==> config.mk <==
export PLATFORM = sky130hd
export DESIGN_NAME = dac_mode_ctrl_zero_detect
export DESIGN_NICKNAME = d
export VERILOG_FILES = /design/src/hw/chan_zero_detect.v /design/src/hw/dac_mode_ctrl_zero_detect.v
export VERILOG_INCLUDE_DIRS = /design/src /design/src/hw
export SDC_FILE = /design/constraint.sdc
export NUM_CORES = 1
export LEC_CHECK = 0
export BUFFER_PORTS_ARGS = -buffer_cell sky130_fd_sc_hd__buf_2
export CORE_UTILIZATION = 45
export CTS_CLUSTER_DIAMETER = 100
export DETAILED_ROUTE_END_ITERATION = 10
export PLACE_DENSITY_LB_ADDON = 0.25
export RECOVER_POWER = 50
export SLEW_MARGIN = 20
export SYNTH_ARGS = -nofsm -noshare
export SYNTH_HDL_FRONTEND = slang
export SYNTH_HIERARCHICAL = 1
export SYNTH_SLANG_ARGS = --single-unit
==> constraint.sdc <==
create_clock -name core_clk -period 7.2 [get_ports core_clk]
set_input_delay 0.72 -clock core_clk [delete_from_list [all_inputs] [get_ports core_clk]]
set_output_delay 0.72 -clock core_clk [all_outputs]
set_load 0.02 [all_outputs]
==> src/hw/dac_mode_regs.vh <==
// Constants for the mode-control register bank: register numbers, field positions, reset values and counts.
// Assumes a 16-bit control frame delivered already deserialised by the serial control port.
// Overview of operation
// - Mute outputs after 1024 zero samples both channels
// - Zero mute ignored in stream mode
// - Frame bit 15: 0 write, 1 read
// - Writing reset bit emits one reset pulse
// - Mode bit selects stream or PCM input
// - Bypass bit feeds external filter to modulator
// - Mono bit runs both channels balanced
// - Channel select picks left or right
// - Rate field: 64x, 32x, 128x, 11 reserved
// - Stream mode: rate field sets bit clock
// - Stream zero field: off, balanced, pattern
// - Stream zero by 8-bit balance or 200 ms pattern
// - PCM zero flag enable, reset to one
// - PCM zero after 1024 frame or word clocks
// - Status: bit1 right flag, bit0 left flag
// - Status and ID readback only
// - ID register returns 5-bit identifier
`ifndef DAC_MODE_REGS_VH
`define DAC_MODE_REGS_VH

// =====================================================================
// Register numbers (frame bits 14..8).
`define REG_SYS_MODE        7'h14
`define REG_ZF_ENABLE       7'h15
`define REG_ZF_STATUS       7'h16
`define REG_DEV_ID          7'h17

// =====================================================================
// Frame fields.
`define FRAME_DIR_BIT       15
`define FRAME_DIR_READ      1'b1

// =====================================================================
// System mode control field positions.
`define SM_SOFT_SYSTEM_RESET_BIT         6
`define SM_STREAM_BIT       5
`define SM_BYPASS_BIT       4
`define SM_MONO_BIT         3
`define SM_MONO_CHANNEL_SELECT_BIT         2
`define SM_RATE_HI          1
`define SM_RATE_LO          0

// Modulator rate codes.
`define RATE_64X            2'h0
`define RATE_32X            2'h1
`define RATE_128X           2'h2
`define RATE_RSV            2'h3

// =====================================================================
// Zero flag enable control field positions and reset values.
`define ZE_DZ_HI            2
`define ZE_DZ_LO            1
`define ZE_PCM_ZERO_FLAG_EN_BIT         0
`define ZE_RESET            8'h01
`define SM_RESET            8'h00

// =====================================================================
// Detection counts and timing.
`define ZERO_RUN_COUNT      1024
`define STREAM_PATTERN      8'h96
`define PATTERN_TIME_MS     200
`define CLK_FREQ_HZ         20000000

`endif

==> src/hw/chan_zero_detect.v <==
// One channel of zero detection for PCM, external-filter and 1-bit stream input.
// Assumes sample strobes and stream bytes arrive synchronous to core_clk.
`timescale 1ns/100ps
`include "dac_mode_regs.vh"

module chan_zero_detect #(
  parameter RUN_COUNT   = `ZERO_RUN_COUNT,                           // Zero samples needed.
  parameter PAT_CYCLES  = `PATTERN_TIME_MS * (`CLK_FREQ_HZ / 1000)    // Cycles of steady pattern.
) (
  input  wire        core_clk,       // System clock.
  input  wire        rst,            // Synchronous reset, active high.
  input  wire        sample_stb,     // One pulse per frame clock or word clock.
  input  wire        sample_zero,    // Sample at this strobe is zero.
  input  wire        byte_stb,       // One pulse per 8 stream bits.
  input  wire [7:0]  stream_byte,    // Last 8 stream bits.
  input  wire        stream_mode,    // 1-bit stream input active.
  input  wire [1:0]  stream_sel,     // Stream detection select.
  output reg         zero_q          // Continuous zero detected.
);

  // =====================================================================
  // Counters.
  reg [10:0] run_q;                  // Consecutive zero samples, saturating.
  reg [31:0] pat_q;                  // Cycles the pattern has held.
  reg        bal_q;                  // Last byte was balanced.
  wire [3:0] ones;                   // Ones in the current byte.

  assign ones = {3'h0, stream_byte[0]} + {3'h0, stream_byte[1]} + {3'h0, stream_byte[2]}
              + {3'h0, stream_byte[3]} + {3'h0, stream_byte[4]} + {3'h0, stream_byte[5]}
              + {3'h0, stream_byte[6]} + {3'h0, stream_byte[7]};

  // =====================================================================
  // Count zero runs and stream patterns; the flag follows the selected detector.
  always @(posedge core_clk)
  begin
    if (rst)
    begin
      run_q  <= 11'h000;
      pat_q  <= 32'h0;
      bal_q  <= 1'b0;
      zero_q <= 1'b0;
    end
    else
    begin
      // A non-zero sample restarts the run.
      if (sample_stb)
        run_q <= !sample_zero ? 11'h000 : (run_q == RUN_COUNT[10:0]) ? run_q : run_q + 11'h001;
      // Byte balance and pattern continuity.
      if (byte_stb)
        bal_q <= (ones == 4'h4);
      if (byte_stb && stream_byte != `STREAM_PATTERN)
        pat_q <= 32'h0;
      else if (pat_q != PAT_CYCLES)
        pat_q <= pat_q + 32'h1;
      // Flag selection by input mode.
      if (!stream_mode)
        zero_q <= (run_q == RUN_COUNT[10:0]);
      else if (stream_sel == 2'h1)
        zero_q <= bal_q;
      else if (stream_sel[1])
        zero_q <= (pat_q == PAT_CYCLES);
      else
        zero_q <= 1'b0;
    end
  end

endmodule // chan_zero_detect

==> src/hw/dac_mode_ctrl_zero_detect.v <==
// Mode-control register bank with zero detection and infinite-zero mute.
// Assumes frames arrive whole as a one-cycle strobe from the serial port, synchronous to core_clk.
`timescale 1ns/100ps
`include "dac_mode_regs.vh"

module dac_mode_ctrl_zero_detect #(
  parameter [4:0] PART_ID     = 5'h0a,                                   // Arbitrary value.
  parameter       PAT_CYCLES  = `PATTERN_TIME_MS * (`CLK_FREQ_HZ / 1000)  // Stream pattern hold cycles.
) (
  input  wire        core_clk,               // System clock, 20 MHz.
  input  wire        rst,                    // Synchronous reset, active high.
  input  wire        frame_stb,              // Whole control frame present.
  input  wire [15:0] frame_data,             // Frame: direction, register number, data.
  input  wire        inz_mute_en_in,         // Infinite-zero mute enable from its own register.
  input  wire        frame_clock,            // Frame clock pulse per PCM sample.
  input  wire        word_clock,             // Word clock pulse per external-filter sample.
  input  wire        left_zero,              // Left sample is zero.
  input  wire        right_zero,             // Right sample is zero.
  input  wire        stream_byte_stb,        // Eight stream bits collected.
  input  wire [7:0]  left_stream_byte,       // Left stream byte.
  input  wire [7:0]  right_stream_byte,      // Right stream byte.
  output reg         rd_valid,               // Readback data valid, one cycle.
  output reg  [7:0]  rd_data,                // Readback data.
  output reg         soft_system_reset,      // One-cycle system reset pulse.
  output reg         stream_mode,            // 1-bit stream input selected.
  output reg         filter_bypass_en,       // External filter feeds modulator.
  output reg         mono_mode,              // Balanced mono operation.
  output reg         mono_channel_select,    // Mono source: 0 left, 1 right.
  output reg  [1:0]  modulator_rate_sel,     // Rate or stream bit clock speed.
  output reg         left_zero_flag_out,     // Gated left zero flag.
  output reg         right_zero_flag_out,    // Gated right zero flag.
  output reg         bipolar_zero_mute       // Hold outputs at bipolar zero level.
);

  // =====================================================================
  // Register state.
  reg  [1:0] stream_zero_flag_sel;           // Stream zero detection select.
  reg        pcm_zero_flag_en;               // PCM and filter-mode zero flag enable.
  wire [1:0] channel_zero_flag;              // Raw per-channel detector outputs.
  wire       is_write;                       // Frame is a write.
  wire [6:0] reg_num;                        // Addressed register.
  wire [7:0] wdata;                          // Write data.
  wire       sample_stb;                     // Strobe for the active PCM-side clock.
  wire [7:0] sys_mode_rd;                    // System mode readback.
  wire [7:0] ze_rd;                          // Zero enable readback.
  wire       right_zero_flag;                // Right status bit.
  wire       left_zero_flag;                 // Left status bit.

  assign is_write  = (frame_data[`FRAME_DIR_BIT] != `FRAME_DIR_READ);
  assign reg_num   = frame_data[14:8];
  assign wdata     = frame_data[7:0];
  assign sample_stb = filter_bypass_en ? word_clock : frame_clock;

  // Status bits follow the enable of the active mode.
  assign left_zero_flag  = channel_zero_flag[0] & (stream_mode ? (stream_zero_flag_sel != 2'h0) : pcm_zero_flag_en);
  assign right_zero_flag = channel_zero_flag[1] & (stream_mode ? (stream_zero_flag_sel != 2'h0) : pcm_zero_flag_en);

  // Reserved bits read as zero; the reset bit is write only.
  assign sys_mode_rd = {2'h0, stream_mode, filter_bypass_en, mono_mode,
                        mono_channel_select, modulator_rate_sel};
  assign ze_rd       = {5'h00, stream_zero_flag_sel, pcm_zero_flag_en};

  // =====================================================================
  // Per-channel detectors.
  genvar ch;
  generate
    for (ch = 0; ch < 2; ch = ch + 1)
    begin : g_det
      chan_zero_detect #(
        .RUN_COUNT  (`ZERO_RUN_COUNT),
        .PAT_CYCLES (PAT_CYCLES)
      ) u_det (
        .core_clk    (core_clk),
        .rst         (rst | soft_system_reset),
        .sample_stb  (sample_stb),
        .sample_zero (ch == 0 ? left_zero : right_zero),
        .byte_stb    (stream_byte_stb),
        .stream_byte (ch == 0 ? left_stream_byte : right_stream_byte),
        .stream_mode (stream_mode),
        .stream_sel  (stream_zero_flag_sel),
        .zero_q      (channel_zero_flag[ch])
      );
    end
  endgenerate

  // =====================================================================
  // Register writes; a soft reset pulse returns fields to reset values.
  always @(posedge core_clk)
  begin
    if (rst || soft_system_reset)
    begin
      soft_system_reset    <= 1'b0;
      stream_mode          <= 1'b0;
      filter_bypass_en     <= 1'b0;
      mono_mode            <= 1'b0;
      mono_channel_select  <= 1'b0;
      modulator_rate_sel   <= `RATE_64X;
      stream_zero_flag_sel <= 2'h0;
      pcm_zero_flag_en     <= 1'b1;
    end
    else
    begin
      soft_system_reset <= 1'b0;
      if (frame_stb && is_write)
      begin
        case (reg_num)
          `REG_SYS_MODE:
          begin
            soft_system_reset   <= wdata[`SM_SOFT_SYSTEM_RESET_BIT];
            stream_mode         <= wdata[`SM_STREAM_BIT];
            filter_bypass_en    <= wdata[`SM_BYPASS_BIT];
            mono_mode           <= wdata[`SM_MONO_BIT];
            mono_channel_select <= wdata[`SM_MONO_CHANNEL_SELECT_BIT];
            // The reserved code keeps the current rate.
            if (wdata[`SM_RATE_HI:`SM_RATE_LO] != `RATE_RSV)
              modulator_rate_sel <= wdata[`SM_RATE_HI:`SM_RATE_LO];
          end
          `REG_ZF_ENABLE:
          begin
            stream_zero_flag_sel <= wdata[`ZE_DZ_HI:`ZE_DZ_LO];
            pcm_zero_flag_en     <= wdata[`ZE_PCM_ZERO_FLAG_EN_BIT];
          end
          // Status and ID registers ignore writes.
          default:
            pcm_zero_flag_en <= pcm_zero_flag_en;
        endcase
      end
    end
  end

  // =====================================================================
  // Readback: one cycle after a read frame.
  always @(posedge core_clk)
  begin
    if (rst)
    begin
      rd_valid <= 1'b0;
      rd_data  <= 8'h00;
    end
    else
    begin
      rd_valid <= frame_stb && !is_write;
      if (frame_stb && !is_write)
      begin
        case (reg_num)
          `REG_SYS_MODE:  rd_data <= sys_mode_rd;
          `REG_ZF_ENABLE: rd_data <= ze_rd;
          `REG_ZF_STATUS: rd_data <= {6'h00, right_zero_flag, left_zero_flag};
          `REG_DEV_ID:    rd_data <= {3'h0, PART_ID};
          default:        rd_data <= 8'h00;
        endcase
      end
    end
  end

  // =====================================================================
  // Zero flag outputs and infinite-zero mute.
  always @(posedge core_clk)
  begin
    if (rst)
    begin
      left_zero_flag_out  <= 1'b0;
      right_zero_flag_out <= 1'b0;
      bipolar_zero_mute   <= 1'b0;
    end
    else
    begin
      left_zero_flag_out  <= left_zero_flag;
      right_zero_flag_out <= right_zero_flag;
      // Mute needs both raw PCM runs complete and never applies in stream mode.
      bipolar_zero_mute   <= inz_mute_en_in && !stream_mode
                             && channel_zero_flag[0] && channel_zero_flag[1];
    end
  end

endmodule // dac_mode_ctrl_zero_detect

=== Word-level counts from Yosys, hierarchy flattened ===
Index checks and enable logic that the tools add are counted.

* Register bits after elaboration: 112
* Input port bits: 41

* Add/sub/neg operators: 18
* Equal/unequal tests: 18
* Muxes and demuxes: 13
* Bitwise operators: 6
* Reductions and logical operators: 18

{| class="wikitable"
|+ Operator list
! operator !! count
|-
| $add 32x1->32 const B || 2
|-
| $eq 32x22->1 const B || 2
|-
| $ne 32x22->1 const B || 2
|-
| $add 4x1->4 || 12
|-
| $mux 11 || 4
|-
| $eq 7x5->1 const B || 4
|-
| $pmux 6 s4 || 1
|-
| $add 11x1->11 const B || 2
|-
| $eq 11x11->1 const B || 2
|-
| $ne 8x8->1 const B || 2
|-
| $eq 4x3->1 const B || 2
|-
| $mux 1 || 8
|-
| $reduce_and 2->1 || 4
|-
| $logic_and 1x1->1 || 7
|-
| $ne 2x2->1 const B || 3
|-
| $add 1x1->2 || 2
|-
| $reduce_or 2->1 || 2
|-
| $not 1->1 || 3
|-
| $reduce_and 3->1 || 1
|-
| $reduce_or 3->1 || 1
|-
| $and 1x1->1 || 2
|-
| $eq 2x1->1 const B || 1
|-
| $reduce_bool 2->1 || 1
|-
| $logic_not 1->1 || 1
|-
| other kinds (2) || 2
|}

=== Depth between registers and ports, before layout ===
* Word-level depth: 8
* Mapped depth: 12
* Mapped depth without buffers: 12

=== Hierarchy ===
Netlist, hierarchy kept.

{| class="wikitable"
|+ Modules (own cells, without submodules)
! module !! instances !! cells each !! area each (um^2)
|-
| chan_zero_detect at g_det[1].u_det || 1 || 289 || 2532.4
|-
| chan_zero_detect at g_det[0].u_det || 1 || 274 || 2342.2
|-
| dac_mode_ctrl_zero_detect || 1 || 101 || 869.6
|}

=== Least setup slack after synthesis ===
OpenSTA, ideal clock, no wires.

* Kind: input to register
* From: input port right_stream_byte[0]
* To: register g_det[1].u_det.bal_q
* Setup time: 0.127 ns
* Data arrival time: 3.158 ns
* Data required time: 7.073 ns
* Slack: 3.915 ns
* Stages: 11
* Path buffers: 0
* Cells stage by stage: inv_1 -> fa_1 -> fa_1 -> fa_1 -> inv_1 -> ha_1 -> inv_1 -> fa_1 -> and3_1 -> o2111ai_1 -> a21oi_1

* Cells in the longest elaborated chain, start to end: 8

{| class="wikitable"
|+ RTL lines
! element !! RTL line !! RTL
|-
| from (decl) || dac_mode_ctrl_zero_detect.v:21 || <nowiki>input wire [7:0] right_stream_byte,</nowiki>
|-
| $add 1x1->2 || chan_zero_detect.v:28 || <nowiki>assign ones = {3'h0, stream_byte[0]} + {3'h0, stream_byte[1]} + {3'h0, stream_byte[2]}</nowiki>
|-
| $add 4x1->4 || chan_zero_detect.v:28 ||
|-
| $add 4x1->4 (3 in a row) || chan_zero_detect.v:29 || <nowiki>+ {3'h0, stream_byte[3]} + {3'h0, stream_byte[4]} + {3'h0, stream_byte[5]}</nowiki>
|-
| $add 4x1->4 (2 in a row) || chan_zero_detect.v:30 || <nowiki>+ {3'h0, stream_byte[6]} + {3'h0, stream_byte[7]};</nowiki>
|-
| $eq 4x3->1 || chan_zero_detect.v:50 || <nowiki>bal_q <= (ones == 4'h4);</nowiki>
|-
| to (signal assigned) || chan_zero_detect.v:50 ||
|-
| to (decl) || chan_zero_detect.v:25 || <nowiki>reg bal_q;</nowiki>
|}

No other way between the ends.
A chain may end at the register's enable or synchronous reset.

=== Final worst setup path ===
Same ends and word-level chain as after synthesis.

==> summary.md <==
| Metric | Value |
|---|---|
| Synth Flop Type | `dfxtp_1` |
| Die area | `0.0132 sq mm` |
| FP Rows | `40` |
| Gr usage total | `between 10% and 20%` |
| Grt total ovfl | `0` |
| Max Slew Vio Count | `0` |
| Area Overhead vs Synth | `11.2%` |
| Average wire per standard cell | `approximately 13 um` |
| Antenna Violating Nets Remaining | `0` |
| FFs w/ async S/R, synth | `0%` |
| IO Count | `60` |
| Finished Core Util | `52.3%` |
| Post-synth cell types | `63` |
| Cell taking the most area after synthesis | `dfxtp_1` |
| Cells after synthesis | `664` |
| Post-layout net count | `between 700 and 800` |
| RD Place Congestion | `0.803` |
| VDD IR max | `about 0.11 mV` |
| Setup repair bufs after CTS | `0` |
| Vias | `approximately 4800` |
| Logic pwr share | `7.7%` |
| Routed wl met3 | `between 300 and 400 um` |
| CP max FO | `2` |
| Top cells by area, synth | `dfxtp_1 38%, xor2_1 5.6%, nor2_1 5.2%, nand4_1 4.0%, a21oi_1 3.7%` |
| Switching Fraction | `between 20% and 30%` |
| Final wirelength | `11800 um` |
| Die Height | `115 um` |
| First-pass GRT wire length | `20600 um` |
| Sequential share of power | `between 50% and 60%` |
| Core footprint | `0.0122 sq mm` |
| HP Class | `flop to flop` |
| Port bufs | `56` |
| Clock network fraction of design power | `41.9%` |
| Worst Skew | `about 0.011 ns` |
| Fmax achieved | `roughly 0.32 GHz` |
| Highest metal used | `met4` |
| # fillers | `1182` |
| Pre-Repair DR Iteration Count | `4` |
| Sw power | `0.280 mW` |
| Vias in the first global route | `4532` |
| Met2 wire length | `5450 um` |
| Sequential share of the synthesized area | `38.3%` |
| Vias per cell | `about 5.5` |
| Cts bufs inserted | `9` |
| Antenna violations before repair | `0` |
| Crit path DAT | `3.37 ns` |
| Critical path class | `input port to flop` |
| DR iter-0 viols | `295` |
| CTS Sinks | `110` |
| Number of remaining DRC errors | `0` |
| Fin crit period | `3.15 ns` |
| Pin count of the biggest net entering global routing | `33` |
| Slew @ Worst Pin | `about 1.3 ns` |
| Count leader, synth | `dfxtp_1` |
| Cell internal pwr | `0.940 mW` |
| P_leak | `around 2.4 nW` |
| CTS tree | `built` |
| RSZ-0062 raised after global routing | `false` |
| Warnings from Yosys | `6` |
| WL met1 | `just under 6000 um` |
| Final period util | `approximately 44%` |
| Final hold violation count | `0` |
| CTS clk-pin slew, worst paths | `about 0.070 ns` |
| Crit path capture type | `flop` |
| Clk Latency, worst-skew pair | `between 0.3 and 0.4 ns` |
| Share of the synthesized area in the top cell type | `38.3%` |
| H-tree levels | `3` |
| Outcome | `completed` |
| ANT cells | `0` |
| Final setup violation count | `0` |
| Power Density | `191 mW/mm^2` |
| Post-synth EDFFs | `0` |
| Worst setup SP type | `input port` |
| Top cells by count, synth | `110 x dfxtp_1, 79 x nor2_1, 46 x inv_1, 44 x nand2_1, 42 x a21oi_1` |
| Mapped Avg Cell Area | `between 8 and 9 sq um` |
| Initial Util | `47.0%` |
| Post-cts sizing count | `0` |
| Max_slew headroom | `between 10% and 20%` |
| Share of cells above drive strength 1 | `10.3%` |
| DIE WIDTH | `115 um` |
| Max Root-Sink Buffers | `2` |
| CP required | `7.42 ns` |
| CTS Hold Buffers Added | `0` |
| Clock Tree Root | `clkbuf_16` |
| Area of the multi-input gates | `0.00324 sq mm` |
| Cell area after synthesis | `0.00574 sq mm` |
| Yosys reg bits | `110` |
| Final Power | `~1.2 mW` |
| Sequential cell area | `0.00220 sq mm` |
| Post-Route Setup TNS | `0 ns` |
| Max cap viols | `0` |
| DP HPWL | `8470 um` |
[cells by family (layout without fill, tap and decap cells)]
| group | count (synthesis) | in the layout | synth area share (%) |
|---|---|---|---|
| AND/OR/NAND/NOR | 307 | 307 | 31.1 |
| adder cells (fa/ha/maj) | 24 | 24 | 6.27 |
| XOR/XNOR | 53 | 53 | 8.08 |
| multiplexers | 7 | 7 | 1.24 |
| flip-flops | 110 | 110 | 38.3 |
| other | 1 | 2 | 0.0653 |
| buffers and inverters | 67 | 117 | 5.16 |
| AO/OA/AOI/OAI | 95 | 95 | 9.69 |
[worst paths after layout]
kind / from / slack, ns / end / depth (start not counted)
max: right_stream_byte[0] / 4.05 / g_det[1].u_det/bal_q / 12
min: rd_data[2] / 0.46 / rd_data[2] / 2
max reg2reg: soft_system_reset / 4.58 / g_det[0].u_det/pat_q[2] / 4
min reg2reg: rd_data[2] / 0.46 / rd_data[2] / 2
[cell usage in the layout (no fill, tap or decap), types with 26 or more instances in the layout]
cell / Yosys / final
inv_1: 46 / 46
a21oi_1: 42 / 42
buf_2: 3 / 37
nor2_1: 79 / 79
nand4_1: 37 / 37
nand2_1: 44 / 44
dfxtp_1: 110 / 110
xor2_1: 37 / 37
o21ai_0: 26 / 26
nand3_1: 30 / 30
[per-layer routing]
metal,vias up,GRT usage (%)
met3,13,3.48
met5,-,0
met2,78,31.2
met1,2276,25.6
li1,2450,-
met4,0,7.19
[power groups by stage]
stage	registers [mW]	logic, mW	clock network, mW
6_report	0.615	0.0938	0.511
3_5_place_dp	0.629	0.0940	0
2_1_floorplan	0.629	0.0647	0
5_1_grt	0.616	0.109	0.552
4_1_cts	0.615	0.0951	0.526
3_3_place_gp	0.629	0.0884	0
[critical path, stage by stage]
cell and delay, ns:
buf_2 0.07, inv_1 0.06, fa_1 0.55, fa_1 0.44, fa_1 0.44, inv_1 0.08, ha_1 0.16, inv_1 0.05
fa_1 0.37, and3_1 0.16, o2111ai_1 0.19, a21oi_1 0.09
[registers in the layout, indices dropped and copies added (netlist names), 2 cells and up]
register / cells
g_det.u_det/bal_q: 2
g_det.u_det/pat_q: 64
g_det.u_det/run_q: 22
g_det.u_det/zero_q: 2
modulator_rate_sel: 2
rd_data: 6
stream_zero_flag_sel: 2
[cell type report]
class | instances | area share [%]
clock inverters | 4 | 0.862
inverters | 46 | 2.70
repair buffers | 56 | 4.02
well taps | 168 | 3.29
flip-flops and latches | 110 | 34.5
clock buffers | 11 | 3.96
multi-input cells | 488 | 50.7
[per-stage QoR]
step / instance area [sq um] / instances / hold slack (ns) / setup WS, ns
5_1_grt: 6390 / 883 / 0.474 / 3.87
6_report: 6390 / 883 / 0.458 / 4.05
4_1_cts: 6430 / 883 / 0.456 / 4.05
3_3_place_gp: 6110 / 868 / 0.437 / 3.72
3_5_place_dp: 6120 / 868 / 0.444 / 3.69
2_1_floorplan: 5750 / 665 / 0.423 / 3.91
Note: power is estimated with default switching activity, not from simulation.
